### config.mk
export PLATFORM = sky130hd
export DESIGN_NAME = slp_top
export DESIGN_NICKNAME = d
export VERILOG_FILES = /design/src/common/slp_pkg.sv /design/src/common/slp_tick_if.sv /design/src/slp_tick.sv /design/src/slp_top.sv
export SDC_FILE = /design/constraint.sdc
export NUM_CORES = 1
export LEC_CHECK = 0
export ABC_AREA = 1
export BUFFER_PORTS_ARGS = -buffer_cell sky130_fd_sc_hd__buf_2
export CAP_MARGIN = 15
export CORE_UTILIZATION = 53
export DETAILED_ROUTE_END_ITERATION = 12
export PLACE_DENSITY = 0.78
export SLEW_MARGIN = 10
export SYNTH_ARGS = -nofsm -noshare
export SYNTH_HDL_FRONTEND = slang
export SYNTH_HIERARCHICAL = 1
export SYNTH_SLANG_ARGS = --single-unit
### constraint.sdc
create_clock -name clk -period 10.3 [get_ports clk]
set_clock_uncertainty 0.15 [all_clocks]
set_input_delay 1.03 -clock clk [delete_from_list [all_inputs] [get_ports clk]]
set_output_delay 1.03 -clock clk [all_outputs]
set_load 0.02 [all_outputs]
### src/common/slp_pkg.sv
// Constants and types shared by the status lamp pattern generator
package slp_pkg;
	localparam int         CLK_HZ        = 100_000_000;
	localparam int         TICKS_PER_SEC = 24;
	localparam int         SUB_CYCLES    = CLK_HZ / TICKS_PER_SEC;
	localparam logic [4:0] SUB_LAST      = 5'h17;
	localparam logic [4:0] FLASH_ON      = 5'h03;
	localparam logic [4:0] RAPID_TICKS   = 5'h03;
	localparam logic [4:0] POWERUP_TICKS = 5'h0c;
	localparam logic [3:0] RETRY_SEC     = 4'h5;
	localparam logic [2:0] FLASH_ONE     = 3'h1;
	localparam logic [2:0] FLASH_TWO     = 3'h2;
	localparam logic [2:0] FLASH_THREE   = 3'h3;
	localparam logic [2:0] FLASH_FOUR    = 3'h4;

	typedef enum logic [5:0] {
		M_PWRUP  = 6'h01,
		M_PROG   = 6'h02,
		M_ERR    = 6'h04,
		M_NOSET  = 6'h08,
		M_SLEEP  = 6'h10,
		M_NORMAL = 6'h20
	} slp_mode_e;
endpackage

### src/common/slp_tick_if.sv
// Prescaled tick bundle between the prescaler and the pattern logic
`timescale 1ns/100ps
`default_nettype none
interface slp_tick_if;
	logic       tick;
	logic [4:0] subIdx;
	logic       secOdd;
	modport src (output tick, output subIdx, output secOdd);
	modport dst (input tick, input subIdx, input secOdd);
endinterface
`default_nettype wire

### src/slp_tick.sv
// Prescaler: 24 sub-ticks per second plus second parity
`timescale 1ns/100ps
`default_nettype none
module slp_tick #(
	parameter int SUB_CYCLES = slp_pkg::SUB_CYCLES
) (
	input  wire logic clk,
	input  wire logic arst_n,
	slp_tick_if.src   tk
);
	typedef struct packed {
		logic [31:0] cnt;
		logic        tick;
		logic [4:0]  subIdx;
		logic        secOdd;
	} slp_tick_s;

	slp_tick_s st_reg;
	slp_tick_s st_next;

	////////////////////////////////////////////////////////////////
	// Next state: cycle counter, sub-tick index, second parity
	// shared tick base
	always_comb begin
		st_next = st_reg;
		st_next.tick = 1'b0;
		if (st_reg.cnt >= 32'(SUB_CYCLES - 1)) begin
			st_next.cnt = 32'h0;
			st_next.tick = 1'b1;
			if (st_reg.subIdx == slp_pkg::SUB_LAST) begin
				st_next.subIdx = 5'h00;
				st_next.secOdd = ~st_reg.secOdd;
			end else begin
				st_next.subIdx = st_reg.subIdx + 5'h01;
			end
		end else begin
			st_next.cnt = st_reg.cnt + 32'h1;
		end
	end

	// State register
	always_ff @(posedge clk or negedge arst_n) begin
		if (!arst_n) begin
			st_reg <= '0;
		end else begin
			st_reg <= st_next;
		end
	end

	assign tk.tick   = st_reg.tick;
	assign tk.subIdx = st_reg.subIdx;
	assign tk.secOdd = st_reg.secOdd;
endmodule
`default_nettype wire

### src/slp_top.sv
// Status lamp pattern generator for the network and positioning lamps
//
// Operation
// - After power-up both lamps show green briefly before anything else.
// - No settings: both lamps swap red and green together each second.
// - Programming: both lamps swap red and green rapidly.
// - Error: lamps flash red rapidly, one lit while the other is dark.
// - Sleeping: network lamp flashes orange every two seconds, positioning lamp dark.
// - Network colour: red no signal, green all ok, both when server unreachable.
// - Network flashes per second: one empty, two data, three acked, four awaiting.
// - Positioning lamp red without satellite signal, green with good signal.
// - Positioning lamp one flash per second healthy, four when antenna shorted.
// - Periodic wakeup with receiver off keeps positioning lamp dark.
// - Antenna short removes supply, supply is retried periodically until clear.
`timescale 1ns/100ps
`default_nettype none
module slp_top #(
	parameter int SUB_CYCLES = slp_pkg::SUB_CYCLES
) (
	input  wire logic clk,
	input  wire logic arst_n,
	input  wire logic noSettings,
	input  wire logic programming,
	input  wire logic errorState,
	input  wire logic sleeping,
	input  wire logic gpsPowerOff,
	input  wire logic netSignal,
	input  wire logic serverOk,
	input  wire logic dataPending,
	input  wire logic alarmAcked,
	input  wire logic alarmWaitAck,
	input  wire logic gpsSignal,
	input  wire logic antShortPin,
	output logic      networkLampRed,
	output logic      networkLampGreen,
	output logic      posLampRed,
	output logic      posLampGreen,
	output logic      antPowerEn
);
	typedef struct packed {
		slp_pkg::slp_mode_e mode;
		logic [4:0]         pwrCnt;
		logic               pwrDone;
		logic               shortS1;
		logic               shortS2;
		logic               shortS3;
		logic               shortSeen;
		logic               antOn;
		logic [3:0]         retryCnt;
		logic               netR;
		logic               netG;
		logic               posR;
		logic               posG;
	} slp_state_s;

	slp_state_s st_reg;
	slp_state_s st_next;
	slp_tick_if tk ();

	////////////////////////////////////////////////////////////////
	// Prescaler
	slp_tick #(
		.SUB_CYCLES (SUB_CYCLES)
	) u_tick (
		.clk    (clk),
		.arst_n (arst_n),
		.tk     (tk.src)
	);

	////////////////////////////////////////////////////////////////
	// Flash window: n flashes evenly spaced within one second
	function automatic logic flashOn(input logic [4:0] s, input logic [2:0] n);
		logic [4:0] per;
		per = 5'h18;
		case (n)
			slp_pkg::FLASH_TWO:   per = 5'h0c;
			slp_pkg::FLASH_THREE: per = 5'h08;
			slp_pkg::FLASH_FOUR:  per = 5'h06;
			default:              per = 5'h18;
		endcase
		return (s % per) < slp_pkg::FLASH_ON;
	endfunction

	// Rapid phase used by programming and error patterns
	function automatic logic rapidPhase(input logic [4:0] s);
		logic [4:0] q;
		q = s / slp_pkg::RAPID_TICKS;
		return q[0];
	endfunction

	logic       netOn;
	logic       posOn;
	logic [2:0] netCount;
	logic       phase;

	////////////////////////////////////////////////////////////////
	// Next state
	always_comb begin
		st_next = st_reg;
		netOn = 1'b0;
		posOn = 1'b0;
		netCount = slp_pkg::FLASH_ONE;
		phase = rapidPhase(tk.subIdx);

		// Power-up interval counted in sub-ticks
		if (!st_reg.pwrDone && tk.tick) begin
			st_next.pwrCnt = st_reg.pwrCnt + 5'h01;
			if (st_next.pwrCnt == slp_pkg::POWERUP_TICKS) begin
				st_next.pwrDone = 1'b1;
			end
		end

		// Short pin synchroniser, change taken when stages two and three agree
		st_next.shortS1 = antShortPin;
		st_next.shortS2 = st_reg.shortS1;
		st_next.shortS3 = st_reg.shortS2;
		if (st_reg.shortS2 == st_reg.shortS3) begin
			st_next.shortSeen = st_reg.shortS3;
		end

		if (st_reg.antOn) begin
			if (st_reg.shortSeen) begin
				st_next.antOn = 1'b0;
				st_next.retryCnt = 4'h0;
			end
		end else if (tk.tick && tk.subIdx == 5'h00) begin
			st_next.retryCnt = st_reg.retryCnt + 4'h1;
			if (st_next.retryCnt == slp_pkg::RETRY_SEC) begin
				st_next.antOn = 1'b1;
			end
		end

		if (!st_next.pwrDone) begin
			st_next.mode = slp_pkg::M_PWRUP;
		end else if (programming) begin
			st_next.mode = slp_pkg::M_PROG;
		end else if (errorState) begin
			st_next.mode = slp_pkg::M_ERR;
		end else if (noSettings) begin
			st_next.mode = slp_pkg::M_NOSET;
		end else if (sleeping) begin
			st_next.mode = slp_pkg::M_SLEEP;
		end else begin
			st_next.mode = slp_pkg::M_NORMAL;
		end

		if (alarmWaitAck) begin
			netCount = slp_pkg::FLASH_FOUR;
		end else if (alarmAcked) begin
			netCount = slp_pkg::FLASH_THREE;
		end else if (dataPending) begin
			netCount = slp_pkg::FLASH_TWO;
		end

		// Lamp patterns per mode
		case (st_next.mode)
			slp_pkg::M_PWRUP: begin
				st_next.netR = 1'b0;
				st_next.netG = 1'b1;
				st_next.posR = 1'b0;
				st_next.posG = 1'b1;
			end
			slp_pkg::M_PROG: begin
				st_next.netR = phase;
				st_next.netG = ~phase;
				st_next.posR = phase;
				st_next.posG = ~phase;
			end
			slp_pkg::M_ERR: begin
				st_next.netR = phase;
				st_next.netG = 1'b0;
				st_next.posR = ~phase;
				st_next.posG = 1'b0;
			end
			slp_pkg::M_NOSET: begin
				st_next.netR = tk.secOdd;
				st_next.netG = ~tk.secOdd;
				st_next.posR = tk.secOdd;
				st_next.posG = ~tk.secOdd;
			end
			slp_pkg::M_SLEEP: begin
				netOn = !tk.secOdd && (tk.subIdx < slp_pkg::FLASH_ON);
				st_next.netR = netOn;
				st_next.netG = netOn;
				st_next.posR = 1'b0;
				st_next.posG = 1'b0;
			end
			slp_pkg::M_NORMAL: begin
				netOn = flashOn(tk.subIdx, netCount);
				st_next.netR = netOn && (!netSignal || !serverOk);
				st_next.netG = netOn && netSignal;
				// antenna health rate, dark when receiver off
				posOn = !gpsPowerOff && flashOn(tk.subIdx,
					st_next.antOn ? slp_pkg::FLASH_ONE : slp_pkg::FLASH_FOUR);
				st_next.posR = posOn && !gpsSignal;
				st_next.posG = posOn && gpsSignal;
			end
			default: begin
				st_next.netR = 1'b0;
				st_next.netG = 1'b0;
				st_next.posR = 1'b0;
				st_next.posG = 1'b0;
			end
		endcase
	end

	// State register
	always_ff @(posedge clk or negedge arst_n) begin
		if (!arst_n) begin
			st_reg <= '0;
			st_reg.mode <= slp_pkg::M_PWRUP;
			st_reg.antOn <= 1'b1;
		end else begin
			st_reg <= st_next;
		end
	end

	assign networkLampRed   = st_reg.netR;
	assign networkLampGreen = st_reg.netG;
	assign posLampRed       = st_reg.posR;
	assign posLampGreen     = st_reg.posG;
	assign antPowerEn       = st_reg.antOn;

	logic [4:0] subPrev;
	always_ff @(posedge clk or negedge arst_n) begin
		if (!arst_n) begin
			subPrev <= 5'h00;
		end else begin
			subPrev <= tk.subIdx;
		end
	end
endmodule
`default_nettype wire
Word-level counts from Yosys, hierarchy flattened

Index checks and enable logic that the tools add are counted.

Output and inout bits: 5
Word-level logic and storage cells: 89
Input bits: 14
Register bits: 58

Add/sub/neg operators: 4
Eq/ne operators: 17
Bitwise operators: 2
Multiplexer cells: 24
Divide/modulo/power cells: 3
Order comparisons: 4
Reduce and logical (&&, ||, !) cells: 19

Operator list:

| kind                    | count |
|---|---|
| $add A32 B1 Y32 const B | 1 |
| $ge A32 B22 Y1 const B  | 1 |
| $mux W32                | 1 |
| $mux W5                 | 6 |
| $mux W6                 | 5 |
| $pmux W5 S3             | 2 |
| $pmux W4 S6             | 1 |
| $lt A5 B2 Y1 const B    | 3 |
| $eq A3 B2 Y1 const B    | 4 |
| $add A5 B1 Y5 const B   | 2 |
| $mod A5 B5 Y5           | 2 |
| $logic_and A1 B1 Y1     | 8 |
| $mux W7                 | 1 |
| $eq A3 B3 Y1 const B    | 2 |
| $eq A6 B1 Y1 const B    | 1 |
| $eq A6 B2 Y1 const B    | 1 |
| $eq A6 B3 Y1 const B    | 1 |
| $eq A6 B4 Y1 const B    | 1 |
| $eq A6 B5 Y1 const B    | 1 |
| $eq A6 B6 Y1 const B    | 1 |
| $logic_not A1 Y1        | 6 |
| $mux W3                 | 2 |
| $div A5 B2 Y5 const B   | 1 |
| $eq A5 B4 Y1 const B    | 1 |
| other kinds (12)        | 18 |

Longest topological paths before layout

Gate-level depths: netlist of the first run.

Depth after elaboration: 14
Mapped depth: 39
Gate-level depth less buffers: 39

Hierarchy

The synthesis of the first run kept the hierarchy.

By module, submodules not included:

| module   | cells an instance | area an instance (sq um) | seq. area each (sq um) | times used |
|---|---|---|---|---|
| slp_top  | 318               | 2134.5                   | 476.7                  | 1 |
| slp_tick | 224               | 1931.9                   | 975.9                  | 1 |

Least setup slack after synthesis of the first run

No wires, ideal clock.

Path kind: register to register
From: reg st_reg[4] (netlist name)
To: reg st_reg, in the netlist posLampGreen
Required time: 10.031 ns
Arrival: 4.268 ns
Clock period less this slack: 4.538 ns
Setup time: 0.119 ns
Buffers on the path: 0
Path slack: 5.762 ns
Cell stages (with the launch flop): 38
Path through: dfrtp_1 -> ha_1 -> inv_1 -> nand2_1 -> nand3_1 -> nor2_1 -> nand2_1 -> nand2_2 -> nand2_4 -> inv_1 -> ha_1 -> or2_2 -> nand3_1 -> nand2_2 -> ha_1 -> inv_1 -> o21bai_1 -> nand2_4 -> [2 not listed] -> and2_1 -> ha_1 -> nand2_1 -> nand2_1 -> nand2_1 -> nand3_1 -> inv_1 -> nand3_2 -> nand2_2 -> ha_1 -> a21oi_1 -> nand2_1 -> nand2_1 -> nand2_1 -> nand2_1 -> nand2_1 -> nand4_1 -> nand2_1

RTL lines:

| element              | line           | text |
|---|---|---|
| end signal, assigned | slp_top.sv:214 | `st_reg <= st_next;` |
| end, declared        | slp_top.sv:56  | `slp_state_s st_reg;` |

==> results of run 1 <==
==> synthesized netlist by cell type, types with 9 or more instances <==
cell and n:
nor2_1 66, a21oi_1 9, o21ai_0 18, dfrtp_1 57
inv_1 74, nand3_1 34, xor2_1 15, nor2_2 9
nand4_1 14, ha_1 32, nand2_1 128, nand2_2 11
==> cells in the final DEF (no fill, tap or decap), types with 3 or more instances in the layout <==
master / count
bufinv_16: 3
xnor2_1: 8
clkinv_4: 3
o21ai_0: 18
nand2_2: 11
nor3_1: 6
or2_2: 4
inv_1: 74
a31oi_1: 3
conb_1: 10
ha_1: 32
xor2_1: 15
nor2_2: 9
nand2_1: 128
buf_2: 18
nor3_2: 4
nand2_4: 3
nand3_2: 7
nand3b_1: 4
nand4_1: 14
dfrtp_1: 57
inv_2: 3
nor2_1: 66
nand3_1: 34
clkbuf_8: 9
a21oi_1: 9
==> final timing paths <==
path	start	to	slack, ps	cells after the start
worst max-delay path	u_tick/tk.subIdx[2]	posLampRed	5250	35
worst min-delay path	st_next[11]	st_next[10]	200	0
worst max register to register	u_tick/tk.subIdx[2]	posLampRed	5250	35
worst min register to register	st_next[11]	st_next[10]	200	0
max in group asynchronous	arst_n	u_tick/st_reg[24]	8840	2
min in group asynchronous	arst_n	st_next[10]	680	2
==> report_power, final <==
| group | internal, mW | switching [mW] | total (mW) | leakage, nW |
|---|---|---|---|---|
| combinational | 0.396 | 0.619 | 1.02 | 1.38 |
| clock | 0.163 | 0.0977 | 0.260 | 0.124 |
| sequential | 0.268 | 0.0533 | 0.322 | 0.734 |
| total | 0.827 | 0.770 | 1.60 | 2.23 |
==> cell type report <==
cell class,instances,area [sq um]
clock buffers,9,124
flip-flops and latches,58,1450
inverters,78,293
repair buffers,19,97.6
well taps,99,124
multi-input cells,403,2270
clock inverters,7,125
fillers,626,2840
==> per-layer routing <==
metal,vias up,wire [um],global-route usage (%)
met2,53,3920,37.5
met5,-,0,0
li1,1752,-,-
met4,0,152,11.0
met1,1599,3650,25.2
met3,17,253,5.58
==> kinds of logic after synthesis <==
kind of cell / Yosys count
buf+inv: 90
other cells: 1
simple gates: 296
fa+ha+maj: 33
flops: 58
mux: 1
xor+xnor: 23
compound gates: 40
==> impl_metrics.ini, run 1 <==
[run_status]
outcome = finished, final reports clean

[logic_synthesis]
yosysTopAreaCell = dfrtp_1
synth_top_area_share_pct = 35.1
synth_top_family_by_area = simple AND/OR/NAND/NOR gates
synthAdderAreaFrac_pct = 10.1
synthFlopType = dfrtp_1
synth_compound_area_share_pct = 5.51
avgSynthCellArea_sq_um = 7.50
seq_area_frac_synth_pct = 35.7
async_flop_share_pct = 100
yosys.area_share.simple_pct = 34.2
synth_mux_area_share_pct = 0.246
yosysWarnings = 6
synth_edf_count = 0
synth_area_sq_mm = 0.00407
synth-seq-cells = 58
synth_cell_types = 40
syn_inst = 542
synth_xor_area_share_pct = 4.95
yosys-top-cells-area = dfrtp_1 35%, nand2_1 12%, ha_1 9.8%

[placement]
port_buffers = 18
dp_slack_ps = 5230
gp_congestion = 0.835
detailed_place.area_sq_mm = 0.00424
place.detailed.hpwl_mm = 5.96
placed_cells = 657

[grt]
grt_pass1_vias = 3277
gr-usage-all-layers_pct = 21.8
antenna_found_initial = 0
grt_pass1_wl_mm = 13.4
grt-ovfl-total = 0
grt_max_degree = 59

[timing]
setup_tns_ps = 0
setup_viol = 0
clock.fmax_mhz = 198
finalCritPeriodShare_pct = 49.1
drv_slew = 0
post-route-min-period_ps = 5050
hold_viol_final = 0
worstMarginPinSlew_ps = 720
rsz0062_at_grt = false
max_slew_margin_pct = 52.0
whs_ps = 204
setup_slack_ps = 5250

[clock_tree]
cts_hold_buf = 0
clk_pin_slew_worst_paths_ps = 70
ctsResizeCount = 0
clockBufferDepth = 2
cts_max_level = 3
cts_setup_buffers = 0
worstSkewPairLatency_ps = 350
cts_tree = done
cts_buffers = 9
cts.sinks = 58
cts_root_buf = clkbuf_8

[critical_path]
crit_type = flip-flop to flip-flop
path_max_fanout = 14
cp_common_cell = nand2_1
slowest_stage = dfrtp_1
cp_top_family = simple AND/OR/NAND/NOR gates
end_kind = flip-flop
critPathMaxStageDelay_ps = 650
crit_buf_inv = 3
start_kind = flip-flop
cp.arrival_ps = 5140
required_ps = 10390

[die]
dieArea_sq_mm = 0.00803
core-area_sq_mm = 0.00733
start_util_pct = 55.5
ios = 19
die_x_um = 89.6
die_height_um = 89.6
row_count = 31

[cells_and_area]
syn_to_final_growth_pct = 10.4
finalNonFillerCells = 673
diodes = 0
largest_reg_flops = 32
nNetsFinal = 615
final_area_sq_mm = 0.00449
post-route-util_pct = 61.2
drive_gt1_share_pct = 14.3

[power_and_ir_drop]
p_leak_nw = 2.23
p_total_mw = 1.60
powerDensity_mw_per_mm2 = 356
vdd_drop_max_v = 0.000154

[drt]
drt_iter0_markers = 163
drt-pass1-iter-count = 4
viasPerCell = 5.08
avgRoutedWirePerCell_um = 11.8
vias = 3421
routed_wl_mm = 7.98
route.detailed.drc = 0
ant_nets = 0

[job]
max_cap_violations = 0

[hold_path]
min_path_type = flip-flop to flip-flop
No activity file was read; power rests on OpenSTA's default activity.
==> inputs of run 2 (changes only) <==
Settings changed: PLACE_DENSITY 0.78 to 0.81.
Clock period 10.3 ns to 4.6 ns, I/O delays scaled along.
==> run 2 against run 1 <==
Global-route usage grew 0.55 points. Critical endpoint is now posLampGreen. Hold slack worse by 130 ps. Cell count grew 1.8%. Sequential share of layout area fell by 1.2 points. Wire length grew 7.9%. Sequential cell count stayed put. Via count increased by 1.8%. Clock-buffer cell count is 2 higher. Critical path type unchanged. Critical path depth rose by 1.
==> impl_metrics.ini, run 2 (synthesized netlist as in run 1, its figures left out) <==
[drt]
drt_iter0_markers = 188
avgRoutedWirePerCell_um = 12.6
ant_nets = 0
drt-pass1-iter-count = 4
viasPerCell = 5.09
route.detailed.drc = 0
vias = 3484
routed_wl_mm = 8.61

[critical_path]
required_ps = 4670
ff2ff_setup_slack_ps = 140
rr_startpoint = st_reg[5]
endpoint = posLampGreen
cp_common_cell = nand2_1
start_kind = flip-flop
path_max_fanout = 4
r2r_cells = 36
slowest_stage = dfrtp_1
crit_type = flip-flop to flip-flop
rr_endpoint = posLampGreen
cp-startpoint = st_reg[5]
critPathMaxStageDelay_ps = 400
end_kind = flip-flop
cp.arrival_ps = 4530

[cells_and_area]
diodes = 0
post-route-util_pct = 63.6
final_common_cell = nand2_1
drive_gt1_share_pct = 19.5
layout_common_cells = 125 x nand2_1, 70 x inv_1, 65 x nor2_1, 57 x dfrtp_1, 30 x nand3_1
syn_to_final_growth_pct = 14.6
largest_reg_flops = 32
final_area_sq_mm = 0.00466
finalNonFillerCells = 685
nNetsFinal = 627
nFillCells = 570

[grt]
grt_pass1_wl_mm = 13.6
antenna_found_initial = 0
grt_max_degree = 59
grt_pass1_vias = 3231
gr-usage-all-layers_pct = 22.3
grt-ovfl-total = 0

[die]
core-area_sq_mm = 0.00733
die_height_um = 89.6
start_util_pct = 55.5
dieArea_sq_mm = 0.00803
ios = 19
die_x_um = 89.6
row_count = 31

[clock_tree]
worstSkewPairLatency_ps = 340
clk_pin_slew_worst_paths_ps = 70
cts_buffers = 9
cts_max_level = 3
cts_tree = done
cts_hold_buf = 0
clockBufferDepth = 2
cts.sinks = 58
cts_root_buf = clkbuf_8

[timing]
setup_viol = 0
clock.fmax_mhz = 224
post-route-min-period_ps = 4460
hold_viol_final = 0
setup_tns_ps = 0
drv_slew = 0
worstMarginPinSlew_ps = 723
max_slew_margin_pct = 51.8
finalCritPeriodShare_pct = 96.9

[placement]
detailed_place.area_sq_mm = 0.00431
gp_congestion = 0.837
port_buffers = 18
placed_cells = 666
place.detailed.hpwl_mm = 6.10

[run_status]
outcome = finished, final reports clean

[job]
max_cap_violations = 0

[hold_path]
min_path_type = input pin to flip-flop
-- run 2: cell types whose count changed in the layout (fill, tap and decap cells not counted), moves of 3 or more --
cell / before / now
buf_4: 1 / 13
clkinv_4: 3 / 0
ha_1: 32 / 26
ha_4: 0 / 5
inv_1: 74 / 70
inv_2: 3 / 6
nand2_1: 128 / 125
nand3_1: 34 / 30
nand3_2: 7 / 11
-- run 2: what timing repair did --
item	in CTS	in global routing
pin swaps	1	5
setup buffers	0	3
cloned	0	0
setup endpoints to repair	2	4
gates resized for setup	7	24
-- run 2: worst max-delay path, delay by kind of cell (launching register included) --
family          cells  cell delay (ps)
compound gates      2              290
buf+inv             6              350
simple gates       23             2050
fa+ha+maj           5             1090
flops               1              400
-- run 2: layout make-up --
cell class	count	area, sq um	share of cell area [%]
Clock buffer	11	131	2.82
Clock inverter	5	55.1	1.18
Inverter	78	295	6.34
Multi-Input combinational cell	403	2410	51.8
Sequential cell	58	1450	31.2
Tap cell	99	124	2.66
Timing Repair Buffer	31	188	4.03
-- run 2: how the worst min path moves through the flow --
stage	slack [ps]	from	cells after the start	end
final	80	antShortPin	1	st_next[11]
after global routing	50	antShortPin	1	st_next[11]
after CTS	60	antShortPin	1	st_next[11]
after detailed placement	210	st_next[11]	0	st_next[10]
after global placement	190	st_next[11]	0	st_next[10]
after floorplan	10	arst_n	0	networkLampGreen
-- run 2: routing by layer --
metal	vias up	GRT usage [%]	share of wire, %
li1	1781	-	-
met1	1621	24.4	44
met2	70	41.2	52
met3	12	6.95	3.8
met4	0	6.93	0.88
met5	-	0	0
-- run 2: through the flow --
stage	worst slack, ps	hold slack, ps
after detailed placement	-206	212
after global routing	-93.9	54.9
final	142	78.1
after CTS	37.3	59.4
after floorplan	62.3	14.4
after global placement	72.9	195
Power of run 2 is left out: the tool's default activity adds up to more than one toggle a clock period on the data nets, which glitch-free logic cannot reach.
==> inputs of run 3 (changes only) <==
Settings changed: PLACE_DENSITY 0.81 to 0.78.
Clock period 4.6 ns to 5.34 ns, I/O delays scaled along.
==> run 3 against run 2 <==
Wire length is 7.3% lower. Die area stayed put. Register-to-register slack better by 220 ps. Maximum frequency is 10% lower. Worst setup slack better by 220 ps. Hold slack better by 90 ps. Critical path depth is 1 higher. Sequential cell count stayed put. Sequential share of layout area is 0.83 points higher. Utilization is 1.7 points lower. Final area is 2.6% lower. Highest routed layer unchanged. Non-clock buffer count is 4 lower.
==> impl_metrics.ini, run 3 (synthesized netlist as in run 1, its figures left out) <==
[timing]
setup_slack_ps = 363
post-route-min-period_ps = 4980
drv_slew = 0
setup_tns_ps = 0
max_slew_margin_pct = 51.1
whs_ps = 168
clock.fmax_mhz = 201
finalCritPeriodShare_pct = 93.2
setup_viol = 0
worstMarginPinSlew_ps = 734
hold_viol_final = 0

[placement]
place.detailed.hpwl_mm = 5.92
detailed_place.area_sq_mm = 0.00426
dp_slack_ps = 392
gp_congestion = 0.864
placed_cells = 660
port_buffers = 18

[power_and_ir_drop]
powerDensity_mw_per_mm2 = 676
p_leak_nw = 2.25
vdd_drop_max_v = 0.000414
p_total_mw = 3.07

[cells_and_area]
syn_to_final_growth_pct = 11.6
final_area_sq_mm = 0.00454
nNetsFinal = 623
post-route-util_pct = 61.9
diodes = 0
layout_common_cells = 128 x nand2_1, 73 x inv_1, 66 x nor2_1, 57 x dfrtp_1, 34 x nand3_1
final_common_cell = nand2_1
largest_reg_flops = 32
finalNonFillerCells = 681
drive_gt1_share_pct = 15.6

[clock_tree]
cts_buffers = 9
cts_tree = done
clockBufferDepth = 2
cts_root_buf = clkbuf_8
cts.sinks = 58
worstSkewPairLatency_ps = 340
clk_pin_slew_worst_paths_ps = 70
cts_max_level = 3

[critical_path]
required_ps = 5420
cp.arrival_ps = 5060
path_max_fanout = 12
slowest_stage = dfrtp_1
cp_common_cell = nand2_1
end_kind = flip-flop
crit_type = flip-flop to flip-flop
critPathMaxStageDelay_ps = 420
start_kind = flip-flop

[grt]
grt_pass1_wl_mm = 13.3
grt_max_degree = 59
antenna_found_initial = 0
gr-usage-all-layers_pct = 21.7
grt-ovfl-total = 0
grt_pass1_vias = 3149

[die]
dieArea_sq_mm = 0.00803
core-area_sq_mm = 0.00733
die_x_um = 89.6
start_util_pct = 55.5
ios = 19
die_height_um = 89.6
row_count = 31

[run_status]
outcome = finished, final reports clean

[drt]
ant_nets = 0
routed_wl_mm = 7.98
route.detailed.drc = 0
avgRoutedWirePerCell_um = 11.7
viasPerCell = 5.07
drt_iter0_markers = 196
vias = 3454
drt-pass1-iter-count = 4

[job]
max_cap_violations = 0

[hold_path]
min_path_type = input pin to flip-flop
==> run 3: cell count changes in the layout (fill, tap and decap cells not counted), moves of 3 or more <==
| cell | before | now |
|---|---|---|
| buf_4 | 13 | 9 |
| inv_2 | 6 | 3 |
| nand2_1 | 125 | 128 |
| nand3_2 | 11 | 7 |
| inv_1 | 70 | 73 |
| nand2_4 | 5 | 2 |
| nand3_1 | 30 | 34 |
| ha_4 | 5 | 0 |
| ha_1 | 26 | 32 |
==> run 3: per-layer routing <==
metal	wire, um	GRT usage (%)	share of wire, %	up-vias
li1	-	-	-	1786
met1	3620	25.5	45	1601
met2	4040	38.9	51	61
met3	293	6.31	3.7	6
met4	35	5.05	0.44	0
met5	0	0	0	-
==> run 3: final cells by class <==
class                   instances  area [sq um]
clock inverters                 6          88.8
fillers                       617          2790
multi-input cells             403          2280
inverters                      78           297
clock buffers                  10           138
repair buffers                 27           158
well taps                      99           124
flip-flops and latches         58          1450
==> run 3: worst paths after layout <==
| path | startpoint | slack, ps | endpoint | depth (start not counted) |
|---|---|---|---|---|
| worst max-delay path | st_reg[4] | 360 | posLampGreen | 37 |
| worst min-delay path | antShortPin | 170 | st_next[11] | 1 |
| worst max register to register | st_reg[4] | 360 | posLampGreen | 37 |
| worst min register to register | st_next[11] | 210 | st_next[10] | 0 |
| max in group asynchronous | arst_n | 4360 | u_tick/st_reg[34] | 2 |
| min in group asynchronous | arst_n | 180 | st_next[10] | 2 |
==> run 3: where the power goes <==
group | total, mW | internal [mW] | switching, mW | leakage (nW)
registers | 0.584 | 0.519 | 0.0656 | 0.734
logic | 2.03 | 0.796 | 1.23 | 1.41
clock network | 0.456 | 0.276 | 0.180 | 0.109
==> run 3: what timing repair did <==
item | in CTS | in global routing
hold buffers | 0 | 0
setup endpoints to repair | 0 | 2
resized for setup | 0 | 2
buffers inserted | 0 | 5
==> run 3: worst max-delay path: cells and delay by family, from the launching register on <==
| family | cells | cell delay (ps) |
|---|---|---|
| AO/OA/AOI/OAI | 2 | 420 |
| flip-flops | 1 | 420 |
| adder cells (fa/ha/maj) | 5 | 1260 |
| AND/OR/NAND/NOR | 26 | 2210 |
| buffers and inverters | 4 | 400 |
